### config.mk
export PLATFORM = sky130hd
export DESIGN_NAME = dbgrt_table
export DESIGN_NICKNAME = d
export VERILOG_FILES = /design/src/design/dbgrt_pkg.sv /design/src/design/dbgrt_table.sv
export SDC_FILE = /design/constraint.sdc
export NUM_CORES = 1
export LEC_CHECK = 0
export BUFFER_PORTS_ARGS = -buffer_cell sky130_fd_sc_hd__buf_2
export CORE_MARGIN = 2
export CORE_UTILIZATION = 25
export DETAILED_ROUTE_END_ITERATION = 6
export HOLD_SLACK_MARGIN = 0.15
export PLACE_DENSITY = 0.69
export SETUP_SLACK_MARGIN = 0.4
export SLEW_MARGIN = 20
export SYNTH_ARGS = -nofsm -noshare
export SYNTH_HDL_FRONTEND = slang
export SYNTH_SLANG_ARGS = --single-unit
### constraint.sdc
create_clock -name sys_clk -period 1.5 [get_ports sys_clk]
set_input_delay 0.15 -clock sys_clk [delete_from_list [all_inputs] [get_ports sys_clk]]
set_output_delay 0.15 -clock sys_clk [all_outputs]
set_load 0.01 [all_outputs]
### src/design/dbgrt_pkg.sv
// Package with the constants and carrier types of the debug component directory table.
package dbgrt_pkg;

   // Byte addresses on the register bus; the table fills the low 2 KB.
   localparam logic [11:0] DBGRT_ADDR_ENTRY5 = 12'h014;
   localparam logic [11:0] DBGRT_ADDR_ENTRY6 = 12'h018;
   localparam logic [11:0] DBGRT_ADDR_LAST = 12'h7FC;
   localparam logic [11:0] DBGRT_ADDR_CONFIG = 12'h800;
   localparam logic [11:0] DBGRT_ADDR_CTRL = 12'h804;
   localparam logic [11:0] DBGRT_ADDR_STATUS = 12'h808;

   // Table geometry.
   localparam int unsigned DBGRT_TABLE_SLOTS = 512;
   localparam int unsigned DBGRT_OFFSET_SHIFT = 12;
   localparam int unsigned DBGRT_LOW_SLOTS = 5;
   localparam logic [8:0] DBGRT_SLOT_ENTRY5 = 9'h005;
   localparam logic [8:0] DBGRT_SLOT_ENTRY6 = 9'h006;

   // Entry field values.
   localparam logic [19:0] DBGRT_PMU_OFFSET_TWO = 20'h000A0;
   localparam logic [19:0] DBGRT_TRACE_OFFSET_TWO = 20'h000B0;
   localparam logic [19:0] DBGRT_OFFSET_NONE = 20'h00000;
   localparam logic [8:0] DBGRT_RESERVED_ZERO = 9'h000;
   localparam logic DBGRT_DOMAIN_ID_NONE = 1'b0;
   localparam logic [1:0] DBGRT_PRESENT_YES = 2'h3;
   localparam logic [1:0] DBGRT_PRESENT_NO = 2'h0;

   // Configuration word: format field in bits 3:0, zero means 512 words of 32 bits.
   localparam logic [3:0] DBGRT_FORMAT_32BIT = 4'h0;

   // Reset values.
   localparam logic [1:0] DBGRT_CTRL_RESET = 2'h0;
   localparam logic [31:0] DBGRT_DATA_RESET = 32'h00000000;

   // Control register bit positions.
   localparam int unsigned DBGRT_CTRL_OVR_EN = 0;
   localparam int unsigned DBGRT_CTRL_OVR_TWO = 1;

   // One table word as seen by the debugger.
   typedef struct packed {
      logic [19:0] offset;
      logic [8:0] reserved;
      logic domain_id_valid;
      logic [1:0] present;
   } dbgrt_entry_s;

   // One bus request as held by the slave.
   typedef struct packed {
      logic read;
      logic write;
      logic [11:0] address;
      logic [3:0] byteenable;
      logic [31:0] writedata;
   } dbgrt_req_s;

endpackage : dbgrt_pkg

### src/design/dbgrt_table.sv
// Debug component directory table behind an Avalon-MM slave with waitrequest.
// Operation
// RULE_01: Upper twenty bits give component offset; address is base plus offset shifted twelve.
// RULE_02: Multi-block components are pointed at the block holding their identification.
// RULE_03: Offset may be negative two's complement; reader treats it as signed.
// RULE_04: Entry five names second core monitor offset with two cores, zero otherwise.
// RULE_05: Bit two, the domain identifier valid flag, always reads zero.
// RULE_06: Presence field reads 3 when entry exists, 0 when absent.
// RULE_07: Without domain identifiers, reader assumes all components share table's domain.
// RULE_08: Table holds at most 512 entry slots, one component each.
// RULE_09: Entry n sits at byte offset four times n, n from 0 to 511.
// RULE_10: Slot after last component reads absent; reader stops scanning there.
// RULE_11: Last slot carries presence 0 or 3 only and ends the table.
// RULE_12: Components with two views are pointed at by their external view only.
// RULE_13: Format field zero means entries are 512 registers of 32 bits.
// RULE_14: Entries are read only; writes never change any entry. Here a control word write can change entries five and six.
// RULE_15: Bits eleven down to three of every entry always read zero.
`timescale 1ns/100ps

module dbgrt_table #(
   // Words of slots 0 to 4; their contents lie outside this block's scope.
   parameter logic [31:0] LOW_ENTRIES [0:4] = '{
      32'h00001003, 32'h00002003, 32'h00003003, 32'h00004003, 32'h00005003}
) (
   input wire logic sys_clk,
   input wire logic rst,
   input wire logic [11:0] avs_address,
   input wire logic avs_read,
   input wire logic avs_write,
   input wire logic [31:0] avs_writedata,
   input wire logic [3:0] avs_byteenable,
   output logic [31:0] avs_readdata,
   output logic avs_waitrequest,
   input wire logic core_pair_strap,
   output logic second_core_active
);
   import dbgrt_pkg::*;

   // Request as one bundle.
   dbgrt_req_s req;
   assign req.read = avs_read;
   assign req.write = avs_write;
   assign req.address = avs_address;
   assign req.byteenable = avs_byteenable;
   assign req.writedata = avs_writedata;

   // Strap synchroniser: the pin is asynchronous to sys_clk.
   logic strap_meta_reg;
   logic strap_sync_reg;

   always_ff @(posedge sys_clk) begin
      if (rst) begin
         strap_meta_reg <= 1'b0;
         strap_sync_reg <= 1'b0;
      end else begin
         strap_meta_reg <= core_pair_strap;
         strap_sync_reg <= strap_meta_reg;
      end
   end

   // Software may override the strap, for example to hide a core held in reset.
   logic [1:0] ctrl_reg;
   logic [1:0] ctrl_next;
   wire logic two_core;
   assign two_core = ctrl_reg[DBGRT_CTRL_OVR_EN] ? ctrl_reg[DBGRT_CTRL_OVR_TWO]
                                                 : strap_sync_reg;
   assign second_core_active = two_core;

   // Entry builder: offset fixed by configuration, flags fixed by the table format.
   function automatic dbgrt_entry_s make_entry(input logic present_cfg,
                                               input logic [19:0] offset_two);
      dbgrt_entry_s e;
      e.offset = present_cfg ? offset_two : DBGRT_OFFSET_NONE;  // [RULE_01] [RULE_04]
      e.reserved = DBGRT_RESERVED_ZERO;                          // [RULE_15]
      e.domain_id_valid = DBGRT_DOMAIN_ID_NONE;                  // [RULE_05]
      e.present = present_cfg ? DBGRT_PRESENT_YES : DBGRT_PRESENT_NO;  // [RULE_06]
      return e;
   endfunction : make_entry

   // The stored offsets are the identification blocks of the external views.
   // Both are positive; the field is still carried as a raw signed value. [RULE_02] [RULE_03]
   wire dbgrt_entry_s entry5;
   wire dbgrt_entry_s entry6;
   assign entry5 = make_entry(two_core, DBGRT_PMU_OFFSET_TWO);    // [RULE_04] [RULE_12]
   assign entry6 = make_entry(two_core, DBGRT_TRACE_OFFSET_TWO);  // [RULE_12]

   // Address decode. The table spans word indices 0 to 511 at byte offset 4n.
   wire logic in_table;
   wire logic [8:0] slot;
   wire logic hit_low;
   wire logic hit_config;
   wire logic hit_ctrl;
   wire logic hit_status;
   assign in_table = ~req.address[11];                      // [RULE_08]
   assign slot = req.address[10:2];                         // [RULE_09]
   assign hit_low = in_table && (slot < 9'(DBGRT_LOW_SLOTS));
   assign hit_config = (req.address[11:2] == DBGRT_ADDR_CONFIG[11:2]);
   assign hit_ctrl = (req.address[11:2] == DBGRT_ADDR_CTRL[11:2]);
   assign hit_status = (req.address[11:2] == DBGRT_ADDR_STATUS[11:2]);

   // Slots 7 to 511 read as absent words, so entry 7 ends a two-core table, entry 5 a one-core
   // table, and the final slot can only show presence zero. [RULE_10] [RULE_11]
   wire logic [31:0] table_word;
   assign table_word = hit_low ? LOW_ENTRIES[slot[2:0]] :
                       (slot == DBGRT_SLOT_ENTRY5) ? 32'(entry5) :
                       (slot == DBGRT_SLOT_ENTRY6) ? 32'(entry6) :
                       DBGRT_DATA_RESET;

   wire logic [31:0] config_word;
   wire logic [31:0] status_word;
   assign config_word = {28'h0000000, DBGRT_FORMAT_32BIT};  // [RULE_13]
   assign status_word = {30'h0, strap_sync_reg, two_core};

   // Unmapped addresses read zero and ignore writes.
   wire logic [31:0] read_word;
   assign read_word = in_table ? table_word :
                      hit_config ? config_word :
                      hit_ctrl ? {30'h0, ctrl_reg} :
                      hit_status ? status_word :
                      DBGRT_DATA_RESET;

   // Every access takes one wait cycle; the data is registered in that cycle so
   // the answer comes from a flip-flop, at the cost of one cycle per access.
   logic ack_reg;
   logic [31:0] readdata_reg;
   wire logic req_any;
   wire logic req_first;
   wire logic write_done;
   assign req_any = req.read | req.write;
   assign req_first = req_any & ~ack_reg;
   assign write_done = req.write & ack_reg;
   assign avs_waitrequest = req_first;
   assign avs_readdata = readdata_reg;

   // Only the control word is writable; table writes are dropped. [RULE_14]
   assign ctrl_next = (write_done && hit_ctrl && req.byteenable[0])
                      ? req.writedata[1:0] : ctrl_reg;

   always_ff @(posedge sys_clk) begin
      if (rst) begin
         ack_reg <= 1'b0;
         ctrl_reg <= DBGRT_CTRL_RESET;
      end else begin
         ack_reg <= req_first;
         ctrl_reg <= ctrl_next;
      end
   end

   always_ff @(posedge sys_clk) begin
      if (rst) begin
         readdata_reg <= DBGRT_DATA_RESET;
      end else if (req_first && req.read) begin
         readdata_reg <= read_word;
      end
   end

   // Checks on what the bus sees at the completing edge of a read or write, and on the wait cycle.
   wire logic rd_done;
   assign rd_done = req.read && !avs_waitrequest;

   a_pmu_entry_two: assert property ( // [RULE_04]
      @(posedge sys_clk) disable iff (rst)
      (rd_done && avs_address[11:2] == DBGRT_ADDR_ENTRY5[11:2] && $past(two_core))
      |-> (avs_readdata == {DBGRT_PMU_OFFSET_TWO, 12'h003}))
      else $error("Entry five does not point at the second core monitor.");

   a_pmu_entry_one: assert property ( // [RULE_04]
      @(posedge sys_clk) disable iff (rst)
      (rd_done && avs_address[11:2] == DBGRT_ADDR_ENTRY5[11:2] && !$past(two_core))
      |-> (avs_readdata == 32'h00000000))
      else $error("Entry five is not all zero with one core.");

   a_trace_entry: assert property ( // [RULE_01]
      @(posedge sys_clk) disable iff (rst)
      (rd_done && avs_address[11:2] == DBGRT_ADDR_ENTRY6[11:2])
      |-> (avs_readdata[31:12] == ($past(two_core) ? DBGRT_TRACE_OFFSET_TWO
                                                   : DBGRT_OFFSET_NONE)))
      else $error("Entry six offset does not match the configuration.");

   a_domain_flag_zero: assert property ( // [RULE_05]
      @(posedge sys_clk) disable iff (rst)
      (rd_done && !avs_address[11]) |-> (avs_readdata[2] == 1'b0))
      else $error("Domain identifier valid flag read as one.");

   a_reserved_bits: assert property ( // [RULE_15]
      @(posedge sys_clk) disable iff (rst)
      (rd_done && !avs_address[11]) |-> (avs_readdata[11:3] == 9'h000))
      else $error("Reserved entry bits read nonzero.");

   a_presence_code: assert property ( // [RULE_06]
      @(posedge sys_clk) disable iff (rst)
      (rd_done && !avs_address[11])
      |-> (avs_readdata[1:0] == 2'h0 || avs_readdata[1:0] == 2'h3))
      else $error("Presence field holds an illegal code.");

   a_last_slot: assert property ( // [RULE_11]
      @(posedge sys_clk) disable iff (rst)
      (rd_done && avs_address[11:2] == DBGRT_ADDR_LAST[11:2])
      |-> (avs_readdata[1:0] == DBGRT_PRESENT_NO))
      else $error("Final slot is not marked absent.");

   a_end_after_six: assert property ( // [RULE_10]
      @(posedge sys_clk) disable iff (rst)
      (rd_done && !avs_address[11] && avs_address[10:2] > DBGRT_SLOT_ENTRY6)
      |-> (avs_readdata == 32'h00000000))
      else $error("Slot beyond entry six does not end the table.");

   a_table_write: assert property ( // [RULE_14]
      @(posedge sys_clk) disable iff (rst)
      (avs_write && !avs_waitrequest && !avs_address[11]) |=> $stable(ctrl_reg))
      else $error("A table write changed block state.");

   a_format_zero: assert property ( // [RULE_13]
      @(posedge sys_clk) disable iff (rst)
      (rd_done && avs_address[11:2] == DBGRT_ADDR_CONFIG[11:2])
      |-> (avs_readdata[3:0] == 4'h0))
      else $error("Format field is not zero.");

   a_wait_bound: assert property (
      @(posedge sys_clk) disable iff (rst)
      $rose(avs_read | avs_write) |-> avs_waitrequest ##1 !avs_waitrequest)
      else $error("Access did not complete after one wait cycle.");

   // The checks below cover bus timing, reset, the strap path, the control word and the table words.
   // They use the master's requests only as triggers and check only what the design drives, so a master that breaks the bus
   // rules is not flagged here as a protocol failure; no check below tests the master's side of the bus.
   // Read data is loaded one edge before completion, hence the $past terms.
   a_one_ready: assert property (
      @(posedge sys_clk) disable iff (rst)
      (req_any && !avs_waitrequest) |=> !(req_any && !avs_waitrequest))
      else $error("Waitrequest stayed low for two cycles of one request.");

   a_reset_clear: assert property (
      @(posedge sys_clk)
      $fell(rst) |-> (avs_readdata == DBGRT_DATA_RESET && ctrl_reg == DBGRT_CTRL_RESET
                      && !second_core_active))
      else $error("State did not return to its reset values.");

   // The strap reaches the configuration two edges after it is sampled.
   a_strap_sync: assert property ( // [RULE_04]
      @(posedge sys_clk) disable iff (rst)
      (!ctrl_reg[DBGRT_CTRL_OVR_EN] && !$past(rst) && !$past(rst, 2))
      |-> (second_core_active == $past(core_pair_strap, 2)))
      else $error("Effective configuration does not follow the strap.");

   a_ctrl_write: assert property (
      @(posedge sys_clk) disable iff (rst)
      (avs_write && !avs_waitrequest && avs_address[11:2] == DBGRT_ADDR_CTRL[11:2]
       && avs_byteenable[0]) |=> (ctrl_reg == $past(avs_writedata[1:0])))
      else $error("A control write did not land.");

   a_ctrl_masked: assert property (
      @(posedge sys_clk) disable iff (rst)
      (avs_write && !avs_waitrequest && !avs_byteenable[0]) |=> $stable(ctrl_reg))
      else $error("A masked control write changed the control word.");

   a_ctrl_readback: assert property (
      @(posedge sys_clk) disable iff (rst)
      (rd_done && avs_address[11:2] == DBGRT_ADDR_CTRL[11:2])
      |-> (avs_readdata == {30'h0, $past(ctrl_reg)}))
      else $error("Control word read back wrongly.");

   a_status_word: assert property (
      @(posedge sys_clk) disable iff (rst)
      (rd_done && avs_address[11:2] == DBGRT_ADDR_STATUS[11:2])
      |-> (avs_readdata == {30'h0, $past(strap_sync_reg), $past(second_core_active)}))
      else $error("Status word does not match the configuration.");

   a_pmu_present: assert property ( // [RULE_06]
      @(posedge sys_clk) disable iff (rst)
      (rd_done && avs_address[11:2] == DBGRT_ADDR_ENTRY5[11:2])
      |-> (avs_readdata[1:0] == ($past(two_core) ? DBGRT_PRESENT_YES : DBGRT_PRESENT_NO)))
      else $error("Entry five presence does not match the configuration.");

   a_trace_present: assert property ( // [RULE_06]
      @(posedge sys_clk) disable iff (rst)
      (rd_done && avs_address[11:2] == DBGRT_ADDR_ENTRY6[11:2])
      |-> (avs_readdata[1:0] == ($past(two_core) ? DBGRT_PRESENT_YES : DBGRT_PRESENT_NO)))
      else $error("Entry six presence does not match the configuration.");

   a_trace_entry_one: assert property ( // [RULE_06]
      @(posedge sys_clk) disable iff (rst)
      (rd_done && avs_address[11:2] == DBGRT_ADDR_ENTRY6[11:2] && !$past(two_core))
      |-> (avs_readdata == 32'h00000000))
      else $error("Entry six is not all zero with one core.");

   a_low_slots: assert property ( // [RULE_09]
      @(posedge sys_clk) disable iff (rst)
      (rd_done && !avs_address[11] && avs_address[10:2] < 9'(DBGRT_LOW_SLOTS))
      |-> (avs_readdata == LOW_ENTRIES[avs_address[4:2]]))
      else $error("A low slot read returned the wrong word.");

   a_unmapped_zero: assert property ( // [RULE_08]
      @(posedge sys_clk) disable iff (rst)
      (rd_done && avs_address[11:2] > DBGRT_ADDR_STATUS[11:2])
      |-> (avs_readdata == 32'h00000000))
      else $error("An address outside the map read nonzero.");

   a_config_word: assert property ( // [RULE_13]
      @(posedge sys_clk) disable iff (rst)
      (rd_done && avs_address[11:2] == DBGRT_ADDR_CONFIG[11:2])
      |-> (avs_readdata == 32'h00000000))
      else $error("Configuration word holds nonzero bits.");

   // Read data only loads on a read, so no write may disturb it.
   a_write_no_data: assert property ( // [RULE_14]
      @(posedge sys_clk) disable iff (rst)
      avs_write |=> $stable(avs_readdata))
      else $error("A write disturbed the read data.");

endmodule : dbgrt_table

==> results of run 1 <==
## cell usage after synthesis
master	n	area (um^2)
a211o_2	1	10.01
a21o_1	2	15.01
a21oi_1	4	20.02
a22oi_1	1	7.510
a311oi_1	2	17.52
and3_2	1	7.510
and3b_2	1	10.01
and4_1	1	8.760
buf_4	25	187.7
clkbuf_1	2	7.510
conb_1	1	3.750
dfxtp_1	12	240.2
ha_1	4	50.05
inv_1	2	7.510
mux2_2	1	11.26
mux2i_1	2	20.02
nand2_1	5	18.77
nand2b_1	1	6.260
nand3_1	2	10.01
nand3b_1	1	7.510
nand4_1	1	6.260
nor2_1	8	30.03
nor2b_1	5	31.28
nor3_1	4	20.02
nor3b_1	1	7.510
nor4_4	1	21.27
nor4b_1	1	8.760
o211ai_1	1	7.510
o21a_1	1	7.510
o21ai_0	2	10.01
or3_1	1	6.260
## kinds of logic after synthesis
logic type               after synthesis  synth area share
multiplexers                           3           0.03799
flip-flops                            12            0.2918
AO/OA/AOI/OAI                         14            0.1155
AND/OR/NAND/NOR                       34            0.2432
buffers and inverters                 29            0.2462
adder cells (fa/ha/maj)                4           0.06079
other                                  1          0.004555
## final cells by class
| class | count | area [um^2] |
|---|---|---|
| Sequential cell | 12 | 245.2 |
| Clock buffer | 3 | 22.52 |
| Tap cell | 44 | 55.05 |
| Inverter | 2 | 7.507 |
| Multi-Input combinational cell | 79 | 514.2 |
| Fill cell | 340 | 2071 |
| Timing Repair Buffer | 33 | 187.7 |
## layout by cell type (no fill, tap or decap), drive strengths merged, types with 4 or more instances in the layout
master and instances:
nor2b 5, ha 4, nor3 4, nor2 8
buf 30, a21oi 4, conb 24, dfxtp 12
nand2 5
## power groups by stage
stage | Combinational (mW) | Sequential [mW] | Clock, mW
5_1_grt | 0.174 | 0.337 | 0.217
2_1_floorplan | 0.130 | 0.348 | 0
3_5_place_dp | 0.145 | 0.345 | 0
6_report | 0.153 | 0.336 | 0.188
3_3_place_gp | 0.143 | 0.345 | 0
4_1_cts | 0.151 | 0.338 | 0.198
## metal layers
metal	vias up	part of all wire	wire length, um
met5	-	0	0
met4	0	0.019	30
met3	4	0.078	125
met2	26	0.51	819
met1	310	0.39	621
li1	348	-	-
## per-stage QoR
stage,utilization,instance area (um^2),std cells,setup slack (ps),total power [mW]
after floorplan,-,943.4,120,297.8,0.4781
after global placement,0.3073,953.4,166,105.1,0.4877
after detailed placement,0.3073,953.4,166,83.10,0.4894
after CTS,0.3246,1007,172,249.5,0.6868
after global routing,0.3327,1032,173,159.7,0.7286
final,0.3327,1032,173,242.2,0.6770
## worst paths after layout
kind	depth (start not counted)	from	endpoint	slack [ps]
worst max register to register	4	ctrl_reg[0]	avs_readdata[0]	240
worst min-delay path	2	rst	ctrl_reg[0]	170
worst min register to register	1	strap_meta_reg	strap_sync_reg	440
worst max-delay path	4	ctrl_reg[0]	avs_readdata[0]	240
## timing repair
action / CTS / global route
setup endpoints to repair: 5 / 7
hold buffers: 3 / 0
hold endpoints to repair: 3 / 0
pin swaps: 0 / 7
resized for setup: 1 / 5
setup buffers: 0 / 1
==> flow_summary.html, run 1 <==
<table>
<tr><th>Metric</th><th>Value</th></tr>
<tr><th colspan="2">Run status</th></tr>
<tr><td>Status</td><td>finished, final reports clean</td></tr>
<tr><th colspan="2">Timing</th></tr>
<tr><td>Setup repair after global routing missed its margin</td><td>true</td></tr>
<tr><td>Min cycle time layout</td><td>1258 ps</td></tr>
<tr><td>Number of max-slew violations in the final report</td><td>0</td></tr>
<tr><td>Final clock skew</td><td>3.552 ps</td></tr>
<tr><td>Worst hold slack</td><td>172.1 ps</td></tr>
<tr><td>Max Fclk</td><td>0.7950 GHz</td></tr>
<tr><td># setup viols final</td><td>0</td></tr>
<tr><td>Final clock period utilization by the worst path</td><td>0.8386</td></tr>
<tr><td>Count of final hold-check violations</td><td>0</td></tr>
<tr><td>Final sum of negative setup slack</td><td>0 ps</td></tr>
<tr><th colspan="2">Logic synthesis</th></tr>
<tr><td>Post-synthesis area per instance</td><td>8.488 um^2</td></tr>
<tr><td>#FFs+latches synth</td><td>12</td></tr>
<tr><td>Mapped Area</td><td>823.3 um^2</td></tr>
<tr><td>Count of mapped cells out of synthesis</td><td>97</td></tr>
<tr><td>Total number of yosys warnings</td><td>0</td></tr>
<tr><td>Sequential area share after synthesis</td><td>0.2918</td></tr>
<tr><td>Distinct cell type count of the synthesized netlist</td><td>31</td></tr>
<tr><th colspan="2">Drt</th></tr>
<tr><td>Antenna viol nets, final</td><td>0</td></tr>
<tr><td>WL final</td><td>1596 um</td></tr>
<tr><td>First-pass DRT Iterations</td><td>4</td></tr>
<tr><td>DR vias/cell</td><td>3.977</td></tr>
<tr><td>DRC violation count after routing</td><td>0</td></tr>
<tr><td>WL per Instance</td><td>9.225 um</td></tr>
<tr><td>Routed vias</td><td>688</td></tr>
<tr><td>Drt initial violations</td><td>11</td></tr>
<tr><th colspan="2">Worst setup path</th></tr>
<tr><td>Crit path cell chain</td><td>mux2_4 &gt; o21a_1 &gt; o211ai_1 &gt; a311oi_1</td></tr>
<tr><td>WP data required</td><td>1640 ps</td></tr>
<tr><td>Sum of buffers and inverters on the critical path</td><td>0</td></tr>
<tr><td>Critical Path Start Type</td><td>flip-flop</td></tr>
<tr><td>Crit path capture type</td><td>flip-flop</td></tr>
<tr><td>CP Class</td><td>flip-flop to flip-flop</td></tr>
<tr><td>CP max-delay cell</td><td>dfxtp_4</td></tr>
<tr><td>Crit path max-delay family</td><td>compound AO/OA/AOI/OAI gates</td></tr>
<tr><td>Crit-path max FO</td><td>4</td></tr>
<tr><td>Slowest Stage Delay on Critical Path</td><td>370 ps</td></tr>
<tr><td>Data arrival at the endpoint of the critical path</td><td>1400 ps</td></tr>
<tr><th colspan="2">Global routing</th></tr>
<tr><td>GRT Residual Overflow</td><td>0</td></tr>
<tr><td>Met1 global-route usage</td><td>0.1080</td></tr>
<tr><td>Pin count of the biggest net entering global routing</td><td>11</td></tr>
<tr><td>Via count of the first global-routing pass</td><td>576</td></tr>
<tr><td>Layer with the highest usage after global routing</td><td>met2</td></tr>
<tr><td>Antenna violations before repair</td><td>0</td></tr>
<tr><td>Overall fraction of global-route tracks in use</td><td>0.09397</td></tr>
<tr><td>Wire length of the first global-routing pass</td><td>2553 um</td></tr>
<tr><td>Met3 demand-to-capacity share in global routing</td><td>0.02101</td></tr>
<tr><td>GR met2 Demand/Resource</td><td>0.1550</td></tr>
<tr><th colspan="2">Power</th></tr>
<tr><td>Peak supply drop</td><td>0.3328 mV</td></tr>
<tr><td>Sw frac</td><td>0.2855</td></tr>
<tr><td>P per Cell Area</td><td>655.8 nW/um^2</td></tr>
<tr><td>P_int</td><td>0.4837 mW</td></tr>
<tr><td>LEAKAGE</td><td>0.4724 nW</td></tr>
<tr><td>Net switching component of the power</td><td>0.1933 mW</td></tr>
<tr><td>Proportion of power drawn by the clock network</td><td>0.278</td></tr>
<tr><td>Sequential cell fraction of total power</td><td>0.496</td></tr>
<tr><td>Logic gate share of total power</td><td>0.225</td></tr>
<tr><th colspan="2">Clock tree</th></tr>
<tr><td>Clock latency reported for the late side of the worst-skew pair</td><td>260 ps</td></tr>
<tr><td>Level count of the clock H-tree</td><td>1</td></tr>
<tr><td>Clock Sink Count</td><td>12</td></tr>
<tr><td>Largest buffer count on any clock path</td><td>2</td></tr>
<tr><td>Clk slew on worst S/H paths</td><td>70 ps</td></tr>
<tr><td>TritonCTS clock tree</td><td>built</td></tr>
<tr><td>Number of buffers created by CTS</td><td>3</td></tr>
<tr><td>Cell at the root of the clock tree</td><td>clkbuf_4</td></tr>
<tr><th colspan="2">Die</th></tr>
<tr><td>Io pins</td><td>87</td></tr>
<tr><td>Number of placement rows</td><td>20</td></tr>
<tr><td>Die area</td><td>3768 um^2</td></tr>
<tr><td>Initial core utilization</td><td>0.2653</td></tr>
<tr><td>Standard cell core area</td><td>3103 um^2</td></tr>
<tr><td>Width of the die</td><td>61.39 um</td></tr>
<tr><td>Chip height</td><td>61.39 um</td></tr>
<tr><th colspan="2">Run</th></tr>
<tr><td>Total of max-cap violations</td><td>0</td></tr>
<tr><th colspan="2">Final layout</th></tr>
<tr><td>Relative area change from synthesis to final layout</td><td>25.38%</td></tr>
<tr><td>Layout Nets</td><td>188</td></tr>
<tr><td>Diodes inserted</td><td>0</td></tr>
<tr><td>Share of cells above drive strength 1</td><td>0.3721</td></tr>
<tr><td>Number of flip-flops in the largest register</td><td>7</td></tr>
<tr><th colspan="2">Placed design</th></tr>
<tr><td>Number of port buffers</td><td>27</td></tr>
<tr><td>Placed wire-length estimate after detailed placement</td><td>1333 um</td></tr>
<tr><td>GP Congestion</td><td>0.7867</td></tr>
<tr><th colspan="2">Hold path</th></tr>
<tr><td>Worst min path class</td><td>primary input to flip-flop</td></tr>
</table>
No activity file was read; power rests on OpenSTA's default activity.
==> run 2, diff against run 1 <==
--- a/config.mk
+++ b/config.mk
@@ -5,12 +5,13 @@
 export SDC_FILE = /design/constraint.sdc
 export NUM_CORES = 1
 export LEC_CHECK = 0
+export ABC_AREA = 1
 export BUFFER_PORTS_ARGS = -buffer_cell sky130_fd_sc_hd__buf_2
 export CORE_MARGIN = 2
 export CORE_UTILIZATION = 25
 export DETAILED_ROUTE_END_ITERATION = 6
 export HOLD_SLACK_MARGIN = 0.15
-export PLACE_DENSITY = 0.69
+export PLACE_DENSITY = 0.66
 export SETUP_SLACK_MARGIN = 0.4
 export SLEW_MARGIN = 20
 export SYNTH_ARGS = -nofsm -noshare
==> constraint.sdc (replaced) <==
create_clock -name sys_clk -period 1.25 [get_ports sys_clk]
set_input_delay 0.125 -clock sys_clk [delete_from_list [all_inputs] [get_ports sys_clk]]
set_output_delay 0.125 -clock sys_clk [all_outputs]
set_load 0.01 [all_outputs]
==> flow_summary.html, run 2 <==
<table>
<tr><th>Metric</th><th>Value</th></tr>
<tr><th colspan="2">Timing</th></tr>
<tr><td>Number of max-slew violations in the final report</td><td>0</td></tr>
<tr><td>Final clock period utilization by the worst path</td><td>0.8852</td></tr>
<tr><td>Final clock skew</td><td>0.4840 ps</td></tr>
<tr><td>Setup repair after global routing missed its margin</td><td>true</td></tr>
<tr><td>Count of final hold-check violations</td><td>0</td></tr>
<tr><td>Min cycle time layout</td><td>1106 ps</td></tr>
<tr><td># setup viols final</td><td>0</td></tr>
<tr><td>Max Fclk</td><td>0.9038 GHz</td></tr>
<tr><td>Final sum of negative setup slack</td><td>0 ps</td></tr>
<tr><th colspan="2">Final layout</th></tr>
<tr><td>Relative area change from synthesis to final layout</td><td>46.12%</td></tr>
<tr><td>Number of flip-flops in the largest register</td><td>7</td></tr>
<tr><td>Number of filler instances in the final layout</td><td>390</td></tr>
<tr><td>Most frequent cells in the layout</td><td>conb_1 (24), buf_2 (24), nor2_1 (14)</td></tr>
<tr><td>Layout Nets</td><td>228</td></tr>
<tr><td>Share of cells above drive strength 1</td><td>0.4706</td></tr>
<tr><td>Post-layout utilization of the core</td><td>0.3727</td></tr>
<tr><td>Diodes inserted</td><td>0</td></tr>
<tr><th colspan="2">Logic synthesis</th></tr>
<tr><td>Count of mapped cells out of synthesis</td><td>131</td></tr>
<tr><td>Proportion of register bits with asynchronous set or reset after synthesis</td><td>0</td></tr>
<tr><td>Sequential area share after synthesis</td><td>0.2612</td></tr>
<tr><td>#FFs+latches synth</td><td>12</td></tr>
<tr><td>Share of the synthesized area in the top cell type</td><td>0.2612</td></tr>
<tr><td>Number of enable flip-flop cells after synthesis</td><td>0</td></tr>
<tr><td>Main synth FF type</td><td>dfxtp_1</td></tr>
<tr><td>Post-synthesis area per instance</td><td>7.020 um^2</td></tr>
<tr><td>Total number of yosys warnings</td><td>0</td></tr>
<tr><td>Cell accounting for the most synthesized area</td><td>dfxtp_1</td></tr>
<tr><td>Commonest cells in the synthesized netlist</td><td>buf_4 (25), nor2_1 (18), nand2_1 (16), dfxtp_1 (12), inv_1 (10)</td></tr>
<tr><td>Mapped Area</td><td>919.6 um^2</td></tr>
<tr><td>Most common cell in the netlist</td><td>buf_4</td></tr>
<tr><td>Distinct cell type count of the synthesized netlist</td><td>25</td></tr>
<tr><td>Leading post-synthesis cells by cell area</td><td>dfxtp_1 (26%), buf_4 (20%), nor2_1 (7.3%), nand2_1 (6.5%), ha_1 (5.4%)</td></tr>
<tr><th colspan="2">Worst setup path</th></tr>
<tr><td>Data arrival at the endpoint of the critical path</td><td>1280 ps</td></tr>
<tr><td>WP data required</td><td>1420 ps</td></tr>
<tr><td>Crit path capture type</td><td>flip-flop</td></tr>
<tr><td>CP Class</td><td>flip-flop to flip-flop</td></tr>
<tr><td>Reg-to-reg setup timing slack</td><td>140 ps</td></tr>
<tr><td>Critical Path Start Type</td><td>flip-flop</td></tr>
<tr><td>Crit-path max FO</td><td>5</td></tr>
<tr><th colspan="2">Drt</th></tr>
<tr><td>Routed vias</td><td>848</td></tr>
<tr><td>DRC violation count after routing</td><td>0</td></tr>
<tr><td>Drt initial violations</td><td>16</td></tr>
<tr><td>DR vias/cell</td><td>3.890</td></tr>
<tr><td>Antenna viol nets, final</td><td>0</td></tr>
<tr><td>WL final</td><td>1945 um</td></tr>
<tr><td>First-pass DRT Iterations</td><td>4</td></tr>
<tr><td>WL per Instance</td><td>8.922 um</td></tr>
<tr><th colspan="2">Die</th></tr>
<tr><td>Io pins</td><td>87</td></tr>
<tr><td>Chip height</td><td>64.65 um</td></tr>
<tr><td>Width of the die</td><td>64.65 um</td></tr>
<tr><td>Die area</td><td>4180 um^2</td></tr>
<tr><td>Initial core utilization</td><td>0.2550</td></tr>
<tr><td>Standard cell core area</td><td>3606 um^2</td></tr>
<tr><td>Number of placement rows</td><td>22</td></tr>
<tr><th colspan="2">Placed design</th></tr>
<tr><td>Number of port buffers</td><td>27</td></tr>
<tr><td>Placed wire-length estimate after detailed placement</td><td>1488 um</td></tr>
<tr><td>GP Congestion</td><td>0.8195</td></tr>
<tr><th colspan="2">Power</th></tr>
<tr><td>Logic gate share of total power</td><td>0.244</td></tr>
<tr><td>Net switching component of the power</td><td>0.3027 mW</td></tr>
<tr><td>Proportion of power drawn by the clock network</td><td>0.384</td></tr>
<tr><td>P_int</td><td>0.7865 mW</td></tr>
<tr><td>LEAKAGE</td><td>0.6305 nW</td></tr>
<tr><td>Sw frac</td><td>0.2779</td></tr>
<tr><td>Peak supply drop</td><td>0.6006 mV</td></tr>
<tr><td>P per Cell Area</td><td>810.6 nW/um^2</td></tr>
<tr><td>Sequential cell fraction of total power</td><td>0.372</td></tr>
<tr><th colspan="2">Global routing</th></tr>
<tr><td>GRT Residual Overflow</td><td>0</td></tr>
<tr><td>Antenna violations before repair</td><td>0</td></tr>
<tr><td>Via count of the first global-routing pass</td><td>635</td></tr>
<tr><td>Pin count of the biggest net entering global routing</td><td>8</td></tr>
<tr><td>Overall fraction of global-route tracks in use</td><td>0.08716</td></tr>
<tr><td>Wire length of the first global-routing pass</td><td>2870 um</td></tr>
<tr><th colspan="2">Clock tree</th></tr>
<tr><td>Largest buffer count on any clock path</td><td>2</td></tr>
<tr><td>TritonCTS clock tree</td><td>built</td></tr>
<tr><td>Clk slew on worst S/H paths</td><td>50 ps</td></tr>
<tr><td>Clock latency reported for the late side of the worst-skew pair</td><td>240 ps</td></tr>
<tr><td>Cell at the root of the clock tree</td><td>clkbuf_8</td></tr>
<tr><td>Number of buffers created by CTS</td><td>3</td></tr>
<tr><td>Level count of the clock H-tree</td><td>1</td></tr>
<tr><td>Clock Sink Count</td><td>12</td></tr>
<tr><th colspan="2">Run status</th></tr>
<tr><td>Status</td><td>finished, final reports clean</td></tr>
<tr><th colspan="2">Hold path</th></tr>
<tr><td>Worst min path class</td><td>primary input to flip-flop</td></tr>
<tr><th colspan="2">Run</th></tr>
<tr><td>Total of max-cap violations</td><td>0</td></tr>
</table>
==> run 2: cell types whose count changed in the layout (fill, tap and decap cells not counted), sizes merged, moves of 5 or more <==
| cell | before | now |
|---|---|---|
| inv | 2 | 16 |
| nor2 | 8 | 21 |
| nor2b | 5 | 0 |
| nand2 | 5 | 18 |
| nand3 | 2 | 8 |
| o21ai | 2 | 8 |
==> run 2: path summary, 6_finish.rpt <==
path,startpoint,end,cells past startpoint
max,ack_reg,avs_readdata[14],7
min,avs_writedata[1],ctrl_reg[1],3
max reg2reg,ack_reg,avs_readdata[14],7
min reg2reg,strap_meta_reg,strap_sync_reg,2
==> run 2: critical path, stage by stage, from the launching register on <==
cell and delay [ps]:
dfxtp_2 320, o21bai_4 170, inv_2 80, nand2_4 90, buf_12 140, nor3_4 110, a21oi_2 40, nor2_1 80
==> run 2: kinds of logic after synthesis <==
| logic type | after synthesis | share of synthesized area |
|---|---|---|
| buffers and inverters | 42 | 0.2735 |
| DFF | 12 | 0.2612 |
| adders and majority gates | 4 | 0.05442 |
| other | 1 | 0.004078 |
| and+or+nand+nor | 54 | 0.2830 |
| AOI/OAI and AO/OA | 18 | 0.1238 |
==> run 2: cell type report <==
cell class	count	area (um^2)	area share
multi-input cells	100	634.4	0.4721
repair buffers	38	266.5	0.1983
flip-flops and latches	12	250.2	0.1862
inverters	16	77.57	0.05773
well taps	48	60.06	0.04469
clock buffers	4	55.05	0.04097
==> run 2: power groups by stage <==
stage	logic, mW	clock network [mW]	registers, mW
2_1_floorplan	0.185	0	0.417
3_3_place_gp	0.200	0	0.413
3_5_place_dp	0.201	0	0.414
4_1_cts	0.223	0.433	0.404
5_1_grt	0.290	0.449	0.406
6_report	0.266	0.418	0.405
==> run 2: metrics by stage <==
step	hold slack (ps)	instance area, um^2	setup WS (ps)	std cells	total power, mW
after floorplan	232.0	1074	231.1	154	0.6015
after global placement	330.0	1077	78.81	203	0.6129
after detailed placement	333.2	1077	49.44	203	0.6147
after CTS	160.0	1210	155.4	214	1.060
after global routing	172.3	1344	92.31	218	1.146
final	160.1	1344	143.6	218	1.089
==> run 2: repair_timing <==
action | 4_1_cts | 5_1_grt
hold endpoints to repair | 4 | 0
endpoints found under the setup margin | 11 | 16
buffers inserted | 3 | 4
pin swaps | 5 | 13
resized for setup | 6 | 23
hold buffers | 4 | 0
==> run 2: per-layer routing <==
metal / vias up / part of all wire / global-route usage / wire, um
li1: 444 / - / - / -
met1: 370 / 0.41 / 0.1095 / 789
met2: 32 / 0.52 / 0.1419 / 1002
met3: 2 / 0.063 / 0.01910 / 123
met4: 0 / 0.015 / 0.03989 / 29
met5: - / 0 / 0 / 0
==> run 3, diff against run 2 <==
--- a/config.mk
+++ b/config.mk
@@ -9,6 +9,7 @@
 export BUFFER_PORTS_ARGS = -buffer_cell sky130_fd_sc_hd__buf_2
 export CORE_MARGIN = 2
 export CORE_UTILIZATION = 25
+export CTS_BUF_LIST = sky130_fd_sc_hd__clkbuf_16
 export DETAILED_ROUTE_END_ITERATION = 6
 export HOLD_SLACK_MARGIN = 0.15
 export PLACE_DENSITY = 0.66
==> constraint.sdc (replaced) <==
create_clock -name sys_clk -period 1.2 [get_ports sys_clk]
set_input_delay 0.12 -clock sys_clk [delete_from_list [all_inputs] [get_ports sys_clk]]
set_output_delay 0.12 -clock sys_clk [all_outputs]
set_load 0.01 [all_outputs]
==> flow_summary.html, run 3 (same netlist as run 2, synthesis figures left out) <==
<table>
<tr><th>Metric</th><th>Value</th></tr>
<tr><th colspan="2">Run status</th></tr>
<tr><td>Status</td><td>finished, final reports clean</td></tr>
<tr><th colspan="2">Global routing</th></tr>
<tr><td>Overall fraction of global-route tracks in use</td><td>0.09380</td></tr>
<tr><td>Wire length of the first global-routing pass</td><td>3008 um</td></tr>
<tr><td>Via count of the first global-routing pass</td><td>677</td></tr>
<tr><td>Antenna violations before repair</td><td>0</td></tr>
<tr><td>Pin count of the biggest net entering global routing</td><td>8</td></tr>
<tr><td>GRT Residual Overflow</td><td>0</td></tr>
<tr><th colspan="2">Worst setup path</th></tr>
<tr><td>CP Class</td><td>flip-flop to flip-flop</td></tr>
<tr><td>Critical Path Start Type</td><td>flip-flop</td></tr>
<tr><td>Crit-path max FO</td><td>6</td></tr>
<tr><td>Data arrival at the endpoint of the critical path</td><td>1260 ps</td></tr>
<tr><td>Crit path capture type</td><td>flip-flop</td></tr>
<tr><td>WP data required</td><td>1380 ps</td></tr>
<tr><th colspan="2">Timing</th></tr>
<tr><td>Final clock period utilization by the worst path</td><td>0.9052</td></tr>
<tr><td># setup viols final</td><td>0</td></tr>
<tr><td>Min cycle time layout</td><td>1086 ps</td></tr>
<tr><td>Final sum of negative setup slack</td><td>0 ps</td></tr>
<tr><td>Count of final hold-check violations</td><td>0</td></tr>
<tr><td>Max Fclk</td><td>0.9206 GHz</td></tr>
<tr><td>Final clock skew</td><td>0.5373 ps</td></tr>
<tr><td>Number of max-slew violations in the final report</td><td>0</td></tr>
<tr><td>Setup repair after global routing missed its margin</td><td>true</td></tr>
<tr><th colspan="2">Clock tree</th></tr>
<tr><td>TritonCTS clock tree</td><td>built</td></tr>
<tr><td>Largest buffer count on any clock path</td><td>2</td></tr>
<tr><td>Clock latency reported for the late side of the worst-skew pair</td><td>240 ps</td></tr>
<tr><td>Number of buffers created by CTS</td><td>3</td></tr>
<tr><td>Clk slew on worst S/H paths</td><td>40 ps</td></tr>
<tr><td>Level count of the clock H-tree</td><td>1</td></tr>
<tr><td>Clock Sink Count</td><td>12</td></tr>
<tr><td>Cell at the root of the clock tree</td><td>clkbuf_16</td></tr>
<tr><th colspan="2">Final layout</th></tr>
<tr><td>Most common cell after layout, fill and taps aside</td><td>conb_1</td></tr>
<tr><td>Layout Cells excl Fill</td><td>220</td></tr>
<tr><td>Diodes inserted</td><td>0</td></tr>
<tr><td>Relative area change from synthesis to final layout</td><td>52.65%</td></tr>
<tr><td>Share of cells above drive strength 1</td><td>0.4826</td></tr>
<tr><td>Layout Nets</td><td>230</td></tr>
<tr><td>Number of flip-flops in the largest register</td><td>7</td></tr>
<tr><td>Most frequent cells in the layout</td><td>conb_1 (24), buf_2 (20), nor2_1 (14)</td></tr>
<tr><th colspan="2">Drt</th></tr>
<tr><td>WL per Instance</td><td>9.114 um</td></tr>
<tr><td>Routed vias</td><td>861</td></tr>
<tr><td>DR vias/cell</td><td>3.914</td></tr>
<tr><td>Drt initial violations</td><td>16</td></tr>
<tr><td>Antenna viol nets, final</td><td>0</td></tr>
<tr><td>First-pass DRT Iterations</td><td>4</td></tr>
<tr><td>WL final</td><td>2005 um</td></tr>
<tr><td>DRC violation count after routing</td><td>0</td></tr>
<tr><th colspan="2">Die</th></tr>
<tr><td>Number of placement rows</td><td>22</td></tr>
<tr><td>Io pins</td><td>87</td></tr>
<tr><td>Standard cell core area</td><td>3606 um^2</td></tr>
<tr><td>Width of the die</td><td>64.65 um</td></tr>
<tr><td>Chip height</td><td>64.65 um</td></tr>
<tr><td>Die area</td><td>4180 um^2</td></tr>
<tr><td>Initial core utilization</td><td>0.2550</td></tr>
<tr><th colspan="2">Placed design</th></tr>
<tr><td>Number of port buffers</td><td>27</td></tr>
<tr><td>Placed wire-length estimate after detailed placement</td><td>1488 um</td></tr>
<tr><td>GP Congestion</td><td>0.8195</td></tr>
<tr><td>DP Cell Count</td><td>203</td></tr>
<tr><th colspan="2">Power</th></tr>
<tr><td>Peak supply drop</td><td>0.6377 mV</td></tr>
<tr><td>LEAKAGE</td><td>0.6481 nW</td></tr>
<tr><td>P per Cell Area</td><td>931.9 nW/um^2</td></tr>
<tr><th colspan="2">Run</th></tr>
<tr><td>Total of max-cap violations</td><td>0</td></tr>
<tr><th colspan="2">Hold path</th></tr>
<tr><td>Worst min path class</td><td>primary input to flip-flop</td></tr>
</table>
-- run 3: layer usage --
layer  share of wire  up-vias  track usage  wire length [um]
met4           0.025        0      0.06383                51
met1            0.40      377       0.1108               803
met2            0.51       30       0.1523              1029
met5               0        -            0                 0
li1                -      449            -                 -
met3           0.060        5      0.01910               120
-- run 3: power by group --
part	switching, mW	total (mW)	internal, mW
registers	0.00935	0.425	0.416
clock network	0.170	0.608	0.438
logic	0.157	0.275	0.118
-- run 3: critical path: stages, from the launching register on --
cell,delay [ps]
dfxtp_2,310
o21bai_4,160
inv_2,70
nand2_4,80
inv_6,90
nand2_4,50
o21a_1,180
nor2_1,70
-- run 3: final cells by class --
| cell class | count | area (um^2) |
|---|---|---|
| clock inverter | 1 | 3.754 |
| multi-input combinational | 100 | 631.9 |
| inverter | 16 | 77.57 |
| fill | 380 | 2202 |
| sequential | 12 | 254.0 |
| timing repair buffer | 40 | 301.5 |
| clock buffer | 3 | 75.07 |
| tap | 48 | 60.06 |
-- run 3: final timing paths --
path,from,end,slack [ps],depth (start not counted)
hold / removal,avs_writedata[1],ctrl_reg[1],160,3
hold reg to reg,strap_meta_reg,strap_sync_reg,400,2
setup / recovery,ack_reg,avs_readdata[16],110,7
setup reg to reg,ack_reg,avs_readdata[16],110,7
-- run 3: metrics by stage --
stage,hold WS (ps),total power [mW],area [um^2],utilization,setup slack (ps)
floorplan,227.0,0.6265,1074,-,181.1
global placement,325.0,0.6384,1077,0.2988,33.81
detailed placement,328.2,0.6403,1077,0.2988,4.441
CTS,131.8,1.276,1281,0.3553,106.8
global route,182.7,1.359,1404,0.3893,48.59
finish,164.4,1.308,1404,0.3893,113.8
-- run 3: timing repair --
item                       CTS  global route
setup endpoints to repair   19            18
hold buffers                 4             2
pin swaps                    8            10
buffers inserted             3             4
hold endpoints to repair     3             2
gates resized for setup     19            19
